`src/rtl/wdr_pkg.sv`:
```
// constants and types shared by the watchdog and reset-control block
package wdr_pkg;

   // ----------------------------------------
   // watchdog counter
   // ----------------------------------------
   localparam int COUNT_W = 18;
   localparam logic [COUNT_W-1:0] LIMIT_SLOW_SHORT = 18'h00020;  // 2^5 ticks of 1 kHz
   localparam logic [COUNT_W-1:0] LIMIT_SLOW_LONG = 18'h00100;   // 2^8 ticks of 1 kHz
   localparam logic [COUNT_W-1:0] LIMIT_BUS_SHORT = 18'h02000;   // 2^13 bus cycles
   localparam logic [COUNT_W-1:0] LIMIT_BUS_LONG = 18'h3ffff;    // 2^18 bus cycles, see below
   localparam logic [COUNT_W-1:0] COUNT_ZERO = 18'h00000;
   localparam logic [COUNT_W-1:0] COUNT_ONE = 18'h00001;

   // ----------------------------------------
   // option defaults after any reset
   // ----------------------------------------
   localparam logic ENABLE_RESET = 1'h1;
   localparam logic CLOCK_SEL_RESET = 1'h1;     // bus clock
   localparam logic TIMEOUT_SEL_RESET = 1'h1;   // long timeout
   localparam logic CLOCK_SEL_SLOW = 1'h0;      // internal 1 kHz source

   // ----------------------------------------
   // reset source record layout
   // ----------------------------------------
   localparam int SRC_W = 8;
   localparam int SRC_POWER_ON = 7;
   localparam int SRC_PIN = 6;
   localparam int SRC_WATCHDOG = 5;
   localparam int SRC_ILLEGAL_OPCODE = 4;
   localparam int SRC_ILLEGAL_ADDR = 3;
   localparam int SRC_CLOCK_LOSS = 2;
   localparam int SRC_LOW_VOLTAGE = 1;
   localparam logic [SRC_W-1:0] SRC_NONE = 8'h00;
   localparam logic [SRC_W-1:0] SRC_RESET = 8'h80;   // power-on bit only

   // ----------------------------------------
   // reset sequencing and cpu initial state
   // ----------------------------------------
   localparam int HOLD_W = 4;
   localparam logic [HOLD_W-1:0] HOLD_CYCLES = 4'h8;
   localparam logic [HOLD_W-1:0] HOLD_ZERO = 4'h0;
   localparam logic [HOLD_W-1:0] HOLD_ONE = 4'h1;
   localparam logic [15:0] RESET_VECTOR_ADDR = 16'hfffe;
   localparam logic [15:0] STACK_POINTER_INIT = 16'h00ff;

   typedef enum logic {
      ST_HOLD,
      ST_RUN
   } wdr_state_t;

   // picks the overflow value for a clock/timeout selection
   function automatic logic [COUNT_W-1:0] wdr_limit(input logic clock_sel,
                                                    input logic timeout_sel);
      logic [COUNT_W-1:0] lim;
      lim = LIMIT_BUS_LONG;
      unique case ({clock_sel, timeout_sel})
         2'h0: lim = LIMIT_SLOW_SHORT;
         2'h1: lim = LIMIT_SLOW_LONG;
         2'h2: lim = LIMIT_BUS_SHORT;
         2'h3: lim = LIMIT_BUS_LONG;
      endcase
      return lim;
   endfunction

endpackage

```
`src/rtl/wdr_counter.sv`:
```
// watchdog up-counter with clear, advance and overflow compare
`timescale 1ns/10ps
module wdr_counter (
   input wire logic clock_i,
   input wire logic resetn_i,
   input wire logic clk_en_i,
   input wire logic clear_i,
   input wire logic advance_i,
   input wire logic [wdr_pkg::COUNT_W-1:0] limit_i,
   output logic [wdr_pkg::COUNT_W-1:0] count_o,
   output logic hit_o
);
   import wdr_pkg::*;

   logic [COUNT_W-1:0] count;
   logic [COUNT_W-1:0] next_count;

   // ----------------------------------------
   // next count
   // ----------------------------------------
   always_comb begin
      next_count = count;
      if (clear_i) begin
         next_count = COUNT_ZERO;
      end else if (advance_i && (count != limit_i)) begin
         // parks at the limit so one overflow never wraps into a second
         next_count = count + COUNT_ONE;
      end
   end

   always_ff @(posedge clock_i or negedge resetn_i) begin
      if (!resetn_i) begin
         count <= COUNT_ZERO;
      end else if (clk_en_i) begin
         count <= next_count;
      end
   end

   assign count_o = count;
   assign hit_o = (count == limit_i);

endmodule

```
`src/rtl/wdr_watchdog_reset.sv`:
```
// watchdog timer, write-once options, reset sequencing and reset source record
//
// Overview of operation
// - any reset sets the watchdog enable, so it runs by default.
// - with enable cleared the watchdog never produces a timeout reset.
// - any write to the reset-source address clears the watchdog counter.
// - reset-source record is read-only; service writes leave it unchanged.
// - clock select zero picks the 1 kHz tick, one picks the bus clock.
// - timeout select picks 2^5/2^8 ticks or 2^13/2^18 bus cycles.
// - after reset, defaults are bus clock with long timeout.
// - reaching the overflow count unserviced forces a system reset.
// - both option registers are write-once; the first write clears the counter.
// - counter holds its value in background debug mode.
// - bus clock selected: counter freezes in stop, resumes after it.
// - 1 kHz selected: counter cleared on stop entry, restarts from zero.
// - record the last reset source; debug-forced reset has no bit.
// - on reset, load pc from 0xfffe, sp to 0x00ff, set interrupt mask.
// - during reset, peripherals off, pins hi-z inputs, pull-ups off.
`timescale 1ns/10ps
module wdr_watchdog_reset (
   input wire logic clock_i,
   input wire logic resetn_i,
   input wire logic clk_en_i,
   input wire logic tick_1khz_i,
   input wire logic stop_mode_i,
   input wire logic debug_mode_i,
   input wire logic service_wr_i,
   input wire logic options_a_wr_i,
   input wire logic options_a_enable_i,
   input wire logic options_a_timeout_i,
   input wire logic options_b_wr_i,
   input wire logic options_b_clock_i,
   input wire logic pin_reset_i,
   input wire logic low_voltage_reset_i,
   input wire logic illegal_opcode_i,
   input wire logic illegal_addr_i,
   input wire logic clock_loss_i,
   input wire logic debug_reset_i,
   output logic wdog_enable_o,
   output logic wdog_clock_select_o,
   output logic wdog_timeout_select_o,
   output logic system_options_a_locked_o,
   output logic system_options_b_locked_o,
   output logic [wdr_pkg::SRC_W-1:0] reset_source_register_o,
   output logic [wdr_pkg::COUNT_W-1:0] wdog_count_o,
   output logic system_reset_o,
   output logic pc_load_o,
   output logic [15:0] reset_vector_addr_o,
   output logic [15:0] stack_pointer_init_o,
   output logic int_mask_set_o,
   output logic peripheral_disable_o,
   output logic pins_hiz_no_pullup_o
);
   import wdr_pkg::*;

   // ----------------------------------------
   // state
   // ----------------------------------------
   wdr_state_t state;
   wdr_state_t next_state;
   logic [HOLD_W-1:0] hold_count;
   logic [HOLD_W-1:0] next_hold_count;
   logic [SRC_W-1:0] reset_source;
   logic [SRC_W-1:0] next_reset_source;
   logic wdog_enable;
   logic next_wdog_enable;
   logic wdog_clock_select;
   logic next_wdog_clock_select;
   logic wdog_timeout_select;
   logic next_wdog_timeout_select;
   logic lock_a;
   logic next_lock_a;
   logic lock_b;
   logic next_lock_b;
   logic system_reset;
   logic next_system_reset;

   logic [SRC_W-1:0] req_flags;
   logic wdog_timeout;
   logic any_request;
   logic first_write;
   logic cnt_clear;
   logic cnt_advance;
   logic cnt_hit;
   logic [COUNT_W-1:0] cnt_limit;
   logic [COUNT_W-1:0] cnt_value;

   // ----------------------------------------
   // watchdog counter
   // ----------------------------------------
   assign cnt_limit = wdr_limit(wdog_clock_select, wdog_timeout_select);

   assign first_write = (state == ST_RUN) &&
                        ((options_a_wr_i && !lock_a) || (options_b_wr_i && !lock_b));

   // clearing is the only action of the service write
   assign cnt_clear = (state == ST_HOLD) || any_request ||
                      ((state == ST_RUN) && service_wr_i) ||
                      first_write ||
                      ((wdog_clock_select == CLOCK_SEL_SLOW) && stop_mode_i);

   // slow source: the tick counts only outside stop, from zero after it
   // bus source: stop merely pauses the count
   always_comb begin
      cnt_advance = 1'b0;
      if ((state == ST_RUN) && wdog_enable && !debug_mode_i && !stop_mode_i) begin
         if (wdog_clock_select == CLOCK_SEL_SLOW) begin
            cnt_advance = tick_1khz_i;
         end else begin
            cnt_advance = 1'b1;
         end
      end
   end

   wdr_counter u_counter (
      .clock_i(clock_i),
      .resetn_i(resetn_i),
      .clk_en_i(clk_en_i),
      .clear_i(cnt_clear),
      .advance_i(cnt_advance),
      .limit_i(cnt_limit),
      .count_o(cnt_value),
      .hit_o(cnt_hit)
   );

   // the long bus limit is one short of 2^18 in an 18-bit counter, so the
   // hit is taken on the advance that would carry out of bit 17
   always_comb begin
      wdog_timeout = 1'b0;
      if ((state == ST_RUN) && wdog_enable) begin
         if (cnt_limit == LIMIT_BUS_LONG) begin
            wdog_timeout = cnt_hit && cnt_advance;
         end else begin
            wdog_timeout = cnt_hit;
         end
      end
   end

   // ----------------------------------------
   // reset requests
   // ----------------------------------------
   // debug-forced reset has no bit of its own
   always_comb begin
      req_flags = SRC_NONE;
      req_flags[SRC_PIN] = pin_reset_i;
      req_flags[SRC_WATCHDOG] = wdog_timeout;
      req_flags[SRC_ILLEGAL_OPCODE] = illegal_opcode_i;
      req_flags[SRC_ILLEGAL_ADDR] = illegal_addr_i;
      req_flags[SRC_CLOCK_LOSS] = clock_loss_i;
      req_flags[SRC_LOW_VOLTAGE] = low_voltage_reset_i;
   end

   assign any_request = (|req_flags) || debug_reset_i;

   // ----------------------------------------
   // sequencer and option registers
   // ----------------------------------------
   always_comb begin
      next_state = state;
      next_hold_count = hold_count;
      next_reset_source = reset_source;
      next_wdog_enable = wdog_enable;
      next_wdog_clock_select = wdog_clock_select;
      next_wdog_timeout_select = wdog_timeout_select;
      next_lock_a = lock_a;
      next_lock_b = lock_b;
      next_system_reset = system_reset;
      unique case (state)
         ST_RUN: begin
            if (any_request) begin
               next_state = ST_HOLD;
               next_hold_count = HOLD_CYCLES;
               next_reset_source = req_flags;
               next_system_reset = 1'b1;
               next_wdog_enable = ENABLE_RESET;
               next_wdog_clock_select = CLOCK_SEL_RESET;
               next_wdog_timeout_select = TIMEOUT_SEL_RESET;
               next_lock_a = 1'b0;
               next_lock_b = 1'b0;
            end else begin
               // a service write has no path into the record
               if (options_a_wr_i && !lock_a) begin
                  next_wdog_enable = options_a_enable_i;
                  next_wdog_timeout_select = options_a_timeout_i;
                  next_lock_a = 1'b1;
               end
               if (options_b_wr_i && !lock_b) begin
                  next_wdog_clock_select = options_b_clock_i;
                  next_lock_b = 1'b1;
               end
            end
         end
         ST_HOLD: begin
            // a source still asserted keeps the system in reset
            if (any_request) begin
               next_hold_count = HOLD_CYCLES;
               next_reset_source = reset_source | req_flags;
            end else if (hold_count == HOLD_ZERO) begin
               next_state = ST_RUN;
               next_system_reset = 1'b0;
            end else begin
               next_hold_count = hold_count - HOLD_ONE;
            end
         end
      endcase
   end

   always_ff @(posedge clock_i or negedge resetn_i) begin
      if (!resetn_i) begin
         state <= ST_HOLD;
         hold_count <= HOLD_CYCLES;
         reset_source <= SRC_RESET;
         wdog_enable <= ENABLE_RESET;
         wdog_clock_select <= CLOCK_SEL_RESET;
         wdog_timeout_select <= TIMEOUT_SEL_RESET;
         lock_a <= 1'b0;
         lock_b <= 1'b0;
         system_reset <= 1'b1;
      end else if (clk_en_i) begin
         state <= next_state;
         hold_count <= next_hold_count;
         reset_source <= next_reset_source;
         wdog_enable <= next_wdog_enable;
         wdog_clock_select <= next_wdog_clock_select;
         wdog_timeout_select <= next_wdog_timeout_select;
         lock_a <= next_lock_a;
         lock_b <= next_lock_b;
         system_reset <= next_system_reset;
      end
   end

   // ----------------------------------------
   // outputs
   // ----------------------------------------
   assign wdog_enable_o = wdog_enable;
   assign wdog_clock_select_o = wdog_clock_select;
   assign wdog_timeout_select_o = wdog_timeout_select;
   assign system_options_a_locked_o = lock_a;
   assign system_options_b_locked_o = lock_b;
   assign reset_source_register_o = reset_source;
   assign wdog_count_o = cnt_value;
   assign system_reset_o = system_reset;

   // cpu initial conditions, applied for the whole reset hold
   assign pc_load_o = system_reset;
   assign reset_vector_addr_o = RESET_VECTOR_ADDR;
   assign stack_pointer_init_o = STACK_POINTER_INIT;
   assign int_mask_set_o = system_reset;
   assign peripheral_disable_o = system_reset;
   assign pins_hiz_no_pullup_o = system_reset;

endmodule

```
`config.mk`:
```
export PLATFORM = sky130hd
export DESIGN_NAME = wdr_watchdog_reset
export DESIGN_NICKNAME = d
export VERILOG_FILES = /design/src/rtl/wdr_pkg.sv /design/src/rtl/wdr_counter.sv /design/src/rtl/wdr_watchdog_reset.sv
export SDC_FILE = /design/constraint.sdc
export NUM_CORES = 1
export LEC_CHECK = 0
export ABC_AREA = 1
export BUFFER_PORTS_ARGS = -buffer_cell sky130_fd_sc_hd__clkbuf_2
export CELL_PAD_IN_SITES_DETAIL_PLACEMENT = 0
export CELL_PAD_IN_SITES_GLOBAL_PLACEMENT = 1
export CORE_MARGIN = 10
export CORE_UTILIZATION = 32
export DETAILED_ROUTE_END_ITERATION = 12
export PLACE_DENSITY = 0.75
export SLEW_MARGIN = 25
export SYNTH_ARGS = -nofsm -noshare
export SYNTH_HDL_FRONTEND = slang
export SYNTH_SLANG_ARGS = --single-unit
```
`constraint.sdc`:
```
create_clock -name clock_i -period 1.8 [get_ports clock_i]
set_input_delay 0.09 -clock clock_i [delete_from_list [all_inputs] [get_ports clock_i]]
set_output_delay 0.09 -clock clock_i [all_outputs]
set_load 0.01 [all_outputs]
```
==> impl_metrics.sql <==
INSERT INTO impl_metrics (metric_group, metric, value, unit) VALUES
('run_status', 'run_status', 'finished, violations left', ''),
('run_status', 'violations', 'setup timing', ''),
('sta', 'hold_ws', '33.03', 'ps'),
('sta', 'timing_hold_violations_final', '0', ''),
('layout', 'finish.instance_area', '3284', 'um^2'),
('detailed_routing', 'post_drt_wl_per_cell', '13.23', 'um'),
('sta', 'fin_ws', '-180.8', 'ps'),
('sta', 'min_period', '1981', 'ps'),
('detailed_routing', 'drt.antenna.violating_nets', '0', ''),
('critical_path', 'crit_type', 'flip-flop to flip-flop', ''),
('clock_tree', 'cts.clk_slew.worst_paths', '70', 'ps'),
('detailed_routing', 'detailroute.wirelength.met3', '529', 'um'),
('logic_synthesis', 'synthDominantCellAreaShare', '29.11', '%'),
('power_and_ir_drop', 'power_switching_share', '29.85', '%'),
('logic_synthesis', 'yosysWarnings', '0', ''),
('sta', 'rsz_0062_raised_after_global_routing', 'true', ''),
('sta', 'period_share', '110.0', '%'),
('detailed_routing', 'm1WireLength', '3166', 'um'),
('critical_path', 'worstSetupPathDepth', '13', ''),
('clock_tree', 'clockBufferDepth', '2', ''),
('clock_tree', 'cts_root_buffer', 'clkbuf_8', ''),
('die', 'pin_count', '86', ''),
('die', 'die_height', '109.8', 'um'),
('layout', 'storage_element_area', '908.4', 'um^2'),
('clock_tree', 'tritoncts_num_sinks', '36', ''),
('layout', 'syn_to_final_growth', '27.37', '%'),
('logic_synthesis', 'yosys.area.top_type', 'dfrtp_1', ''),
('global_routing', 'first_global_vias', '2540', ''),
('placement', 'detailed_place_hpwl', '5961', 'um'),
('global_routing', 'gr_usage_total', '12.37', '%'),
('critical_path', 'critPathSlowestCell', 'dfstp_2', ''),
('power_and_ir_drop', 'pwr-share-comb', '17.6', '%'),
('critical_path', 'cpPeakStageDelay', '570', 'ps'),
('critical_path', 'kind_of_launch_point_of_the_worst_setup_path', 'flip-flop', ''),
('power_and_ir_drop', 'p_int', '1.244', 'mW'),
('sta', 'finalClockSkew', '7.104', 'ps'),
('critical_path', 'worst_setup_ep_type', 'flip-flop', ''),
('layout', 'antennaDiodeCount', '0', ''),
('power_and_ir_drop', 'irDropWorstVdd', '0.3844', 'mV'),
('logic_synthesis', 'post_synth_main_area_contributors', 'dfrtp_1 29%, nand2_1 15%, buf_4 11%, nor2_1 7.6%, dfstp_2 6.1%', ''),
('layout', 'layoutNonFillerInstCount', '556', ''),
('detailed_routing', 'routed-via-count', '2445', ''),
('layout', 'number_of_filler_cells_placed_in_the_layout', '858', ''),
('logic_synthesis', 'synth_sequential_area_ratio', '35.23', '%'),
('die', 'fp.dieArea', '12050', 'um^2'),
('detailed_routing', 'top_layer_used', 'met4', ''),
('clock_tree', 'clock_latency_reported_for_the_late_side_of_the_worst_skew_pair', '290', 'ps'),
('placement', 'gp_congestion', '0.8965', ''),
('die', 'design.core.area', '7767', 'um^2'),
('sta', 'final-setup-viol-count', '36', ''),
('logic_synthesis', 'netlist_area', '2579', 'um^2'),
('sta', 'fin_tns_setup', '-4917', 'ps'),
('global_routing', 'antenna_found_initial', '0', ''),
('critical_path', 'critical_path.cell_chain', 'inv_2 > ha_4 > inv_2 > nand2_1 > nand2_1 > nor2_1 > nand2_1 > nor2_4 > nand3_4 > nand3_4 > nand2_8 > clkinvlp_4 > nor2_1', ''),
('die', 'placementRows', '32', ''),
('power_and_ir_drop', 'net-switching-power', '0.5295', 'mW'),
('detailed_routing', 'route.detailed.vias_per_inst', '4.397', ''),
('critical_path', 'critical_path_buf_inv_count', '3', ''),
('global_routing', 'grt_start_max_net_pins', '37', ''),
('placement', 'placement.cell_area', '3060', 'um^2'),
('layout', 'drive_gt1_share', '29.07', '%'),
('logic_synthesis', 'syn-mean-instance-area', '7.084', 'um^2'),
('detailed_routing', 'wirelength', '7358', 'um'),
('worst_hold_path', 'hold_path_depth', '3', ''),
('critical_path', 'crit_family', 'simple AND/OR/NAND/NOR gates', ''),
('logic_synthesis', 'synthCells', '364', ''),
('detailed_routing', 'drc', '0', ''),
('power_and_ir_drop', 'power.density_cell_area', '540.1', 'nW/um^2'),
('power_and_ir_drop', 'power.share.clock', '31.8', '%'),
('power_and_ir_drop', 'p_leak', '1.644', 'nW'),
('placement', 'port-buffer-count', '52', '');
-- synthesized netlist by cell type --
library cell and number:
a21boi_2 1, a21oi_1 5, a21oi_4 1, buf_4 38
buf_6 1, conb_1 2, dfrtp_1 30, dfstp_2 6
ha_1 6, inv_1 42, inv_2 1, nand2_1 105
nand2_2 3, nand2_4 3, nand3_1 22, nand3_4 2
nand4_1 8, nor2_1 52, nor2_4 2, nor3_1 6
nor3_2 2, nor4_1 3, o211ai_1 1, o21ai_0 12
o21bai_1 1, or2_1 1, or2_2 1, xnor2_1 1
xor2_1 6
-- worst register-to-register path, stage by stage (launching register included) --
cell and delay [ps]:
dfstp_2 570, inv_2 60, ha_4 260, inv_2 30, nand2_1 40, nand2_1 50, nor2_1 70, nand2_1 80
nor2_4 140, nand3_4 120, nand3_4 110, nand2_8 110, clkinvlp_4 150, nor2_1 60
-- area by class of cell --
class / instances / share of cell area, %
multi-input cells: 277 / 43.20
repair buffers: 90 / 17.68
clock buffers: 7 / 2.324
inverters: 43 / 5.105
flip-flops and latches: 36 / 27.66
clock inverters: 1 / 0.1524
well taps: 102 / 3.886
-- flip-flops by register name, indices dropped and copies added, names as in the netlist --
register / count
hold_count: 4
int_mask_set_o: 1
reset_source_register_o: 7
state: 1
system_options_a_locked_o: 1
system_options_b_locked_o: 1
u_counter.count_o: 18
wdog_clock_select_o: 1
wdog_enable_o: 1
wdog_timeout_select_o: 1
-- cells in the final DEF (no fill, tap or decap), types with 2 or more instances in the layout --
cell,instances
a21oi_1,3
a21oi_2,2
buf_12,2
buf_4,33
buf_6,2
clkbuf_1,2
clkbuf_2,52
clkbuf_8,5
conb_1,33
dfrtp_1,30
dfstp_2,6
ha_1,4
ha_4,2
inv_1,37
inv_2,4
nand2_1,102
nand2_2,3
nand2_4,4
nand2_8,2
nand3_1,22
nand3_4,2
nand4_1,8
nor2_1,50
nor2_2,2
nor2_4,2
nor3_1,5
nor3_2,3
nor4_1,3
o21ai_0,12
xor2_1,6
-- final timing paths --
kind	from	endpoint	slack [ps]
max	wdog_timeout_select_o$_DFFE_PN1P_	u_counter.count_o[8]$_DFFE_PN0P_	-180
min	illegal_addr_i	reset_source_register_o[3]$_DFFE_PN0P_	30
max reg2reg	wdog_timeout_select_o$_DFFE_PN1P_	u_counter.count_o[8]$_DFFE_PN0P_	-180
min reg2reg	reset_source_register_o[7]$_DFFE_PN1P_	reset_source_register_o[7]$_DFFE_PN1P_	440
max in group asynchronous	resetn_i	hold_count[3]$_DFFE_PN1P_	1060
min in group asynchronous	resetn_i	u_counter.count_o[1]$_DFFE_PN0P_	370
-- stage by stage --
| step | utilization (%) | total power [mW] | worst slack, ps |
|---|---|---|---|
| finish | 42.28 | 1.774 | -180.8 |
| global route | 42.28 | 1.879 | -356.1 |
| CTS | 41.72 | 1.791 | -205.9 |
| detailed placement | 39.40 | 1.208 | -283.1 |
| global placement | 39.40 | 1.203 | -240.8 |
| floorplan | - | 1.143 | -166.3 |
-- logic make-up (layout without fill, tap and decap cells) --
kind of cell	count (synthesis)	after routing	synth area share, %
and+or+nand+nor	210	210	36.49
buffers and inverters	82	141	17.76
DFF	36	36	35.23
AOI/OAI and AO/OA	21	21	4.949
xor gates and xnor gates	7	7	2.378
adders and majority gates	6	6	2.911
other	2	33	0.2912
-- per-layer routing --
layer,track usage [%],up-vias
met5,0,-
met4,3.253,0
met3,3.745,9
met2,20.87,66
met1,14.98,1122
li1,-,1248
-- power by group through the flow --
stage	Combinational, mW	Clock [mW]	Sequential [mW]
final	0.313	0.564	0.897
after global routing	0.362	0.613	0.904
after CTS	0.313	0.580	0.897
after detailed placement	0.298	0	0.911
after global placement	0.293	0	0.910
after floorplan	0.221	0	0.923
-- repair_timing --
item,in CTS,in global routing
hold endpoints to repair,30,0
gates resized for setup,12,5
hold buffers,1,0
setup endpoints to repair,36,36
pin swaps,1,0
buffers inserted,3,3
No activity file was read; power rests on OpenSTA's default activity.
